--- config.mk ---
export PLATFORM = sky130hd
export DESIGN_NAME = aotf_regs
export DESIGN_NICKNAME = d
export VERILOG_FILES = /design/src/core/aotf_pkg.sv /design/src/core/aotf_regs.sv /design/src/core/aotf_chan.sv
export VERILOG_INCLUDE_DIRS = /design/src /design/src/core
export SDC_FILE = /design/constraint.sdc
export NUM_CORES = 1
export LEC_CHECK = 0
export BUFFER_PORTS_ARGS = -buffer_cell sky130_fd_sc_hd__buf_2
export CORE_MARGIN = 5
export CORE_UTILIZATION = 48
export DETAILED_ROUTE_END_ITERATION = 16
export PLACE_DENSITY = 0.66
export SLEW_MARGIN = 30
export SYNTH_ARGS = -nofsm -noshare
export SYNTH_HDL_FRONTEND = slang
export SYNTH_HIERARCHICAL = 1
export SYNTH_SLANG_ARGS = --single-unit
--- constraint.sdc ---
create_clock -name i_clk -period 2.7 [get_ports i_clk]
set_input_delay 0 -clock i_clk [delete_from_list [all_inputs] [get_ports i_clk]]
set_output_delay 0 -clock i_clk [all_outputs]
set_load 0.02 [all_outputs]
--- src/core/aotf_cfg.svh ---
// Purpose: constants for the output test and format register bank
// Assumes: 8-bit register file, byte addresses as printed
// Notes: included by bare name
`ifndef AOTF_CFG_SVH
`define AOTF_CFG_SVH
`define AOTF_ADDR_CHAN_INDEX  8'h05
`define AOTF_ADDR_TEST        8'h0d
`define AOTF_ADDR_OFFSET      8'h10
`define AOTF_ADDR_FORMAT      8'h14
`define AOTF_ADDR_DRIVE       8'h15
`define AOTF_ADDR_CLK_PHASE   8'h16
`define AOTF_ADDR_TRANSFER    8'hff
`define AOTF_RST_CHAN_INDEX   8'h03
`define AOTF_RST_TEST         8'h00
`define AOTF_RST_OFFSET       8'h00
`define AOTF_RST_FORMAT       8'h01
`define AOTF_RST_DRIVE        8'h01
`define AOTF_RST_CLK_PHASE    8'h00
`define AOTF_TEST_REPEAT_BIT  7
`define AOTF_TEST_RST_LONG    5
`define AOTF_TEST_RST_SHORT   4
`define AOTF_FMT_DISABLE_BIT  4
`define AOTF_FMT_INVERT_BIT   2
`define AOTF_PHASE_ODDEVEN    5
`define AOTF_XFER_BIT         0
`define AOTF_PATTERN_LEN      4
`define AOTF_DRIVE_MAX        4'h7
`endif

--- src/core/aotf_pkg.sv ---
// Purpose: types for the output test and format register bank
// Assumes: two converter channels
// Notes: none
package aotf_pkg;
   typedef enum logic [3:0] {
      AOTF_TM_OFF       = 4'h0,
      AOTF_TM_MID       = 4'h1,
      AOTF_TM_POS_FS    = 4'h2,
      AOTF_TM_NEG_FS    = 4'h3,
      AOTF_TM_CHECKER   = 4'h4,
      AOTF_TM_PN_LONG   = 4'h5,
      AOTF_TM_PN_SHORT  = 4'h6,
      AOTF_TM_TOGGLE    = 4'h7,
      AOTF_TM_USER      = 4'h8,
      AOTF_TM_RAMP      = 4'hf
   } aotf_test_mode_t;
   typedef enum logic [1:0] {
      AOTF_FMT_OFFSET_BIN = 2'b00,
      AOTF_FMT_TWOS       = 2'b01,
      AOTF_FMT_GRAY       = 2'b10,
      AOTF_FMT_RSVD       = 2'b11
   } aotf_format_t;
   typedef struct packed {
      logic [7:0] test;
      logic [7:0] offset;
      logic [7:0] format;
   } aotf_local_t;
   typedef struct packed {
      logic [7:0] drive;
      logic [7:0] phase;
   } aotf_global_t;
endpackage

--- src/core/aotf_regs.sv ---
// Purpose: output test and format register bank for a dual converter
// Assumes: serial port front end delivers byte writes and reads
// Notes: writes other than channel index land in shadow copies, transfer moves them active
`timescale 1ns/1ps
`include "aotf_cfg.svh"
module aotf_regs
   import aotf_pkg::*;
#(
   parameter int W = 11
) (
   input  wire logic          i_clk,
   input  wire logic          i_srst,
   input  wire logic          i_wr,
   input  wire logic          i_rd,
   input  wire logic [7:0]    i_addr,
   input  wire logic [7:0]    i_wdata,
   output logic [7:0]         o_rdata,
   input  wire logic [W-1:0]  i_sample_a,
   input  wire logic [W-1:0]  i_sample_b,
   input  wire logic [15:0]   i_user_pat,
   output logic [W-1:0]       o_data_a,
   output logic [W-1:0]       o_data_b,
   output logic               o_data_oe_a,
   output logic               o_data_oe_b,
   output logic [3:0]         o_drive_code,
   output logic               o_odd_even_en
);
   logic [7:0]   idx_q, idx_d;
   aotf_local_t  sh_q [2], sh_d [2];
   aotf_local_t  act_q [2], act_d [2];
   aotf_global_t gsh_q, gsh_d, gact_q, gact_d;
   logic [7:0]   rdata_q, rdata_d;
   logic [0:0]   rsel;
   logic         xfer;
   logic [W-1:0] samp_w [2];
   logic [W-1:0] data_w [2];
   logic         oe_w   [2];

   always_comb begin
      idx_d   = idx_q;
      gsh_d   = gsh_q;
      sh_d    = sh_q;
      act_d   = act_q;
      gact_d  = gact_q;
      xfer    = i_wr && (i_addr == `AOTF_ADDR_TRANSFER) && i_wdata[`AOTF_XFER_BIT];
      rsel    = idx_q[0] ? 1'b0 : 1'b1;
      rdata_d = rdata_q;
      if (i_wr) begin
         case (i_addr)
            `AOTF_ADDR_CHAN_INDEX: idx_d = {6'h00, i_wdata[1:0]};
            `AOTF_ADDR_DRIVE: begin
               // reserved codes are held off
               if (i_wdata[3:0] <= `AOTF_DRIVE_MAX) begin
                  gsh_d.drive = {4'h0, i_wdata[3:0]};
               end
            end
            `AOTF_ADDR_CLK_PHASE: gsh_d.phase = i_wdata & 8'ha0;
            default: ;
         endcase
         for (int c = 0; c < 2; c++) begin
            if (idx_q[c]) begin
               case (i_addr)
                  `AOTF_ADDR_TEST:   sh_d[c].test   = i_wdata & 8'hbf;
                  `AOTF_ADDR_OFFSET: sh_d[c].offset = i_wdata & 8'h3f;
                  `AOTF_ADDR_FORMAT: sh_d[c].format = i_wdata & 8'h17;
                  default: ;
               endcase
            end
         end
      end
      if (xfer) begin
         act_d  = sh_d;
         gact_d = gsh_d;
      end
      if (i_rd) begin
         case (i_addr)
            `AOTF_ADDR_CHAN_INDEX: rdata_d = idx_q;
            `AOTF_ADDR_TEST:       rdata_d = sh_q[rsel].test;
            `AOTF_ADDR_OFFSET:     rdata_d = sh_q[rsel].offset;
            `AOTF_ADDR_FORMAT:     rdata_d = sh_q[rsel].format;
            `AOTF_ADDR_DRIVE:      rdata_d = gsh_q.drive;
            `AOTF_ADDR_CLK_PHASE:  rdata_d = gsh_q.phase;
            default:               rdata_d = 8'h00;
         endcase
      end
   end

   always_ff @(posedge i_clk) begin
      if (i_srst) begin
         idx_q   <= `AOTF_RST_CHAN_INDEX;
         for (int c = 0; c < 2; c++) begin
            sh_q[c]  <= '{`AOTF_RST_TEST, `AOTF_RST_OFFSET, `AOTF_RST_FORMAT};
            act_q[c] <= '{`AOTF_RST_TEST, `AOTF_RST_OFFSET, `AOTF_RST_FORMAT};
         end
         gsh_q   <= '{`AOTF_RST_DRIVE, `AOTF_RST_CLK_PHASE};
         gact_q  <= '{`AOTF_RST_DRIVE, `AOTF_RST_CLK_PHASE};
         rdata_q <= 8'h00;
      end else begin
         idx_q   <= idx_d;
         sh_q    <= sh_d;
         act_q   <= act_d;
         gsh_q   <= gsh_d;
         gact_q  <= gact_d;
         rdata_q <= rdata_d;
      end
   end

   assign samp_w[0] = i_sample_a;
   assign samp_w[1] = i_sample_b;

   // one output path per converter channel
   for (genvar c = 0; c < 2; c++) begin : g_chan
      aotf_chan #(.W(W)) u_chan (
         .i_clk      (i_clk),
         .i_srst     (i_srst),
         .i_cfg      (act_q[c]),
         .i_sample   (samp_w[c]),
         .i_user_pat (i_user_pat),
         .o_data     (data_w[c]),
         .o_data_oe  (oe_w[c])
      );
   end

   assign o_data_a      = data_w[0];
   assign o_data_b      = data_w[1];
   assign o_data_oe_a   = oe_w[0];
   assign o_data_oe_b   = oe_w[1];
   assign o_rdata       = rdata_q;
   assign o_drive_code  = gact_q.drive[3:0];
   assign o_odd_even_en = gact_q.phase[`AOTF_PHASE_ODDEVEN];
endmodule // aotf_regs

--- src/core/aotf_chan.sv ---
// Purpose: one channel's output path: test data, offset, format, disable
// Assumes: samples in two's complement, active settings stable
// Notes: pattern generators are simple lfsrs and counters
`timescale 1ns/1ps
module aotf_chan
   import aotf_pkg::*;
#(
   parameter int W = 11
) (
   input  wire logic        i_clk,
   input  wire logic        i_srst,
   input  wire aotf_local_t i_cfg,
   input  wire logic [W-1:0] i_sample,
   input  wire logic [15:0] i_user_pat,
   output logic [W-1:0]     o_data,
   output logic             o_data_oe
);
   logic [W-1:0] ramp_q, ramp_d;
   logic [22:0]  pnl_q, pnl_d;
   logic [8:0]   pns_q, pns_d;
   logic         tog_q, tog_d;
   logic [2:0]   cnt_q, cnt_d;
   logic [W-1:0] data_q, data_d;
   logic         oe_q, oe_d;
   logic [W-1:0] sel, adj;
   logic [5:0]   trim;
   aotf_test_mode_t mode;

   always_comb begin
      mode   = aotf_test_mode_t'(i_cfg.test[3:0]);
      trim   = i_cfg.offset[5:0];
      ramp_d = ramp_q + {{(W-1){1'b0}}, 1'b1};
      tog_d  = ~tog_q;
      pnl_d  = i_cfg.test[`AOTF_TEST_RST_LONG] ? 23'h7fffff : {pnl_q[21:0], pnl_q[22] ^ pnl_q[17]};
      pns_d  = i_cfg.test[`AOTF_TEST_RST_SHORT] ? 9'h1ff : {pns_q[7:0], pns_q[8] ^ pns_q[4]};
      // repeat bit set parks at the top, repeat bit clear wraps
      cnt_d  = (mode != AOTF_TM_USER) ? 3'h0 :
               ((i_cfg.test[`AOTF_TEST_REPEAT_BIT] && cnt_q == 3'h7) ? cnt_q : cnt_q + 3'h1);
      // sign-extended trim added to the sample
      adj    = i_sample + {{(W-6){trim[5]}}, trim};
      case (mode)
         AOTF_TM_OFF:      sel = adj;
         AOTF_TM_MID:      sel = '0;
         AOTF_TM_POS_FS:   sel = {1'b0, {(W-1){1'b1}}};
         AOTF_TM_NEG_FS:   sel = {1'b1, {(W-1){1'b0}}};
         AOTF_TM_CHECKER:  sel = tog_q ? W'({(W/2+1){2'b10}}) : W'({(W/2+1){2'b01}});
         AOTF_TM_PN_LONG:  sel = pnl_q[W-1:0];
         AOTF_TM_PN_SHORT: sel = {{(W-9){pns_q[8]}}, pns_q};
         AOTF_TM_TOGGLE:   sel = tog_q ? '1 : '0;
         AOTF_TM_USER: begin
            // repeat bit set sends zeros after the pattern
            if (i_cfg.test[`AOTF_TEST_REPEAT_BIT] && cnt_q >= 3'(`AOTF_PATTERN_LEN)) begin
               sel = '0;
            end else begin
               sel = cnt_q[0] ? ~i_user_pat[W-1:0] : i_user_pat[W-1:0];
            end
         end
         AOTF_TM_RAMP:     sel = ramp_q;
         default:          sel = adj;
      endcase
      case (aotf_format_t'(i_cfg.format[1:0]))
         AOTF_FMT_OFFSET_BIN: data_d = {~sel[W-1], sel[W-2:0]};
         AOTF_FMT_GRAY:       data_d = {~sel[W-1], sel[W-2:0]} ^ ({~sel[W-1], sel[W-2:0]} >> 1);
         default:             data_d = sel;
      endcase
      if (!i_cfg.format[`AOTF_FMT_INVERT_BIT]) begin
         data_d = ~data_d;
      end
      oe_d = ~i_cfg.format[`AOTF_FMT_DISABLE_BIT];
      if (!oe_d) begin
         data_d = '0;
      end
   end

   always_ff @(posedge i_clk) begin
      if (i_srst) begin
         ramp_q <= '0;
         pnl_q  <= 23'h7fffff;
         pns_q  <= 9'h1ff;
         tog_q  <= 1'b0;
         cnt_q  <= 3'h0;
         data_q <= '0;
         oe_q   <= 1'b1;
      end else begin
         ramp_q <= ramp_d;
         pnl_q  <= pnl_d;
         pns_q  <= pns_d;
         tog_q  <= tog_d;
         cnt_q  <= cnt_d;
         data_q <= data_d;
         oe_q   <= oe_d;
      end
   end

   assign o_data    = data_q;
   assign o_data_oe = oe_q;
endmodule // aotf_chan

==> results.cfg <==
[status]
status = finished clean

[timing]
fin_worst_hold_slack_ns = 0.0678
grt_setup_unrepaired = no
fmax_mhz = 391
setup_tns_ns = 0
hold_violations = 0
finalMaxSlewViolations = 0
fin_ws_ns = 0.145
fin_crit_sh = 0.946
setup_viol = 0
fin_crit_ns = 2.56
tightest_slew_ns = 0.760
max_slew_margin = 0.493
final.setup_skew_ns = 0.0171

[setup_path]
crit_type = reg -> reg
end_kind = register
path_cells = ha_1 -> inv_1 -> fa_1 -> nor2b_2 -> o31a_1 -> o21ai_1 -> and4_1 -> o32a_1 -> or3_1 -> a21oi_1
timing.critical_path.buf_inv = 1
cp.arrival_ns = 3.01
r2r_end = g_chan[0].u_chan/o_data[9]
start_kind = register
path_delay_family = compound AO/OA/AOI/OAI gates
crit_slowest_cell = fa_1
reg2reg_depth = 10
crit_path_max_fanout = 3
ff2ff_setup_slack_ns = 0.14
max_stage_delay_ns = 0.42
setup.worst_path.start = act_q[32]
worst_ep_required_time_ns = 3.15
crit-reg2reg-launch = act_q[32]

[pwr]
ir_drop_mv = 0.530
power_density_nw_per_um2 = 592
leakage_uw = 0.00518
power_uw = 7480

[drt]
drtAntennaViolNets = 0
route.detailed.drc = 0
drtIter0Drc = 626
vias = 9043
wl_per_cell_um = 17.3
dr.pass1.iters = 5
post_drt_via_cell_ratio = 5.62
wirelength_mm = 27.8

[final_layout]
instances_no_fill = 1609
drive_above_1_share = 0.150
diodes = 0
layout_commonest_cell = dfxtp_1
fin_nets = 1393
seq_area_um2 = 4520
n_fill_cell = 2073
multi_input_area_um2 = 6030
final_cell_mix = dfxtp_1 (226), nor2_1 (127), nand2_1 (121)
area_growth_pct = 14.9

[yosys]
ys_warn_count = 6
synthesis.instances = 1239
syn_avg_cell_area_um2 = 8.87
synth_area_um2 = 11000
synth_nets = 1325

[flow_run]
maxCapViolCount = 0

[hold_path]
hold_start = i_addr[6]
whs_path_depth = 5
worstHoldEndpoint = o_rdata[7]
hold_path_class = in -> reg

[clocking]
clk_pin_slew_ns = 0.06
cts.sink_count = 226
ctsLongestPathBuffers = 3
post_cts_buffers = 0
cts_buffers = 25
clockRootBuffer = clkbuf_16
clk_latency_ns = 0.53
cts_tree = done
h-tree-depth = 1

[floorplanning]
core_um2 = 22600
ioPinCount = 95
die_w_um = 161
die_area_um2 = 26000
initial_core_util = 0.487
die_y_um = 161
rows = 55

[placement]
dp_hpwl_mm = 20.0
placed_cells = 1553
gp_congestion = 0.918
io_buffers = 88
dpl_worst_slack_ns = 0.138

[grt]
antenna_found_initial = 0
first_global_vias = 8636
grt_max_degree = 55
grt_pass1_wl_mm = 45.0
grtUsageTotal = 0.208
grt_overflow = 0
how the worst max path moves through the flow:
stage / endpoint / slack (ns) / cells after the start
2_1_floorplan: g_chan[0].u_chan/o_data[9] / 0.31 / 10
3_3_place_gp: g_chan[0].u_chan/o_data[9] / 0.18 / 10
3_5_place_dp: g_chan[0].u_chan/o_data[9] / 0.14 / 10
4_1_cts: g_chan[0].u_chan/o_data[9] / 0.12 / 10
5_1_grt: g_chan[0].u_chan/o_data[9] / 0.005 / 10
6_report: g_chan[0].u_chan/o_data[9] / 0.14 / 10
final cells by class:
| type | count | share of cell area |
|---|---|---|
| Sequential cell | 226 | 0.358 |
| Timing Repair Buffer | 129 | 0.0619 |
| Clock inverter | 8 | 0.0118 |
| Multi-Input combinational cell | 914 | 0.477 |
| Tap cell | 285 | 0.0282 |
| Clock buffer | 36 | 0.0591 |
| Inverter | 11 | 0.00327 |
what timing repair did:
| action | CTS | global route |
|---|---|---|
| resized for setup | 0 | 1 |
| endpoints found under the setup margin | 0 | 1 |
| hold buffers | 11 | 0 |
| hold endpoints to repair | 58 | 0 |
state kept, by name, summed over array words and instances, names as in the netlist, named ones only:
signal,cells
g_chan.u_chan/o_data_oe,2
o_rdata,8
g_chan.u_chan/pns_q,18
gsh_q,6
g_chan.u_chan/o_data,22
act_q,34
o_drive_code,4
o_odd_even_en,1
g_chan.u_chan/ramp_q,22
sh_q,48
g_chan.u_chan/pnl_q,46
g_chan.u_chan/tog_q,2
idx_q,2
g_chan.u_chan/cnt_q,6
stage by stage:
stage	util	cell area, um2
after floorplan	-	11000
after global placement	0.514	11600
after detailed placement	0.514	11600
after CTS	0.559	12600
after global routing	0.560	12600
final	0.560	12600
per-layer routing:
metal  part of all wire  wire (um)  GRT usage
met1               0.45      12600      0.279
met5                  0          0          0
met4              0.031        848     0.0648
met2               0.47      13000      0.344
met3              0.048       1340     0.0342
report_power, final:
| group | leakage (uW) | switching (uW) | internal (uW) |
|---|---|---|---|
| sequential | 0.00184 | 26.9 | 3380 |
| combinational | 0.00291 | 253 | 158 |
| clock | 0.000434 | 1370 | 2290 |
| total | 0.00518 | 1650 | 5830 |
worst register-to-register path, cell delays in order (launching register included):
cell	delay (ns)
dfxtp_1	0.33
ha_1	0.18
inv_1	0.06
fa_1	0.42
nor2b_2	0.17
o31a_1	0.17
o21ai_1	0.08
and4_1	0.21
o32a_1	0.36
or3_1	0.35
a21oi_1	0.15
No activity file was read; power rests on OpenSTA's default activity.
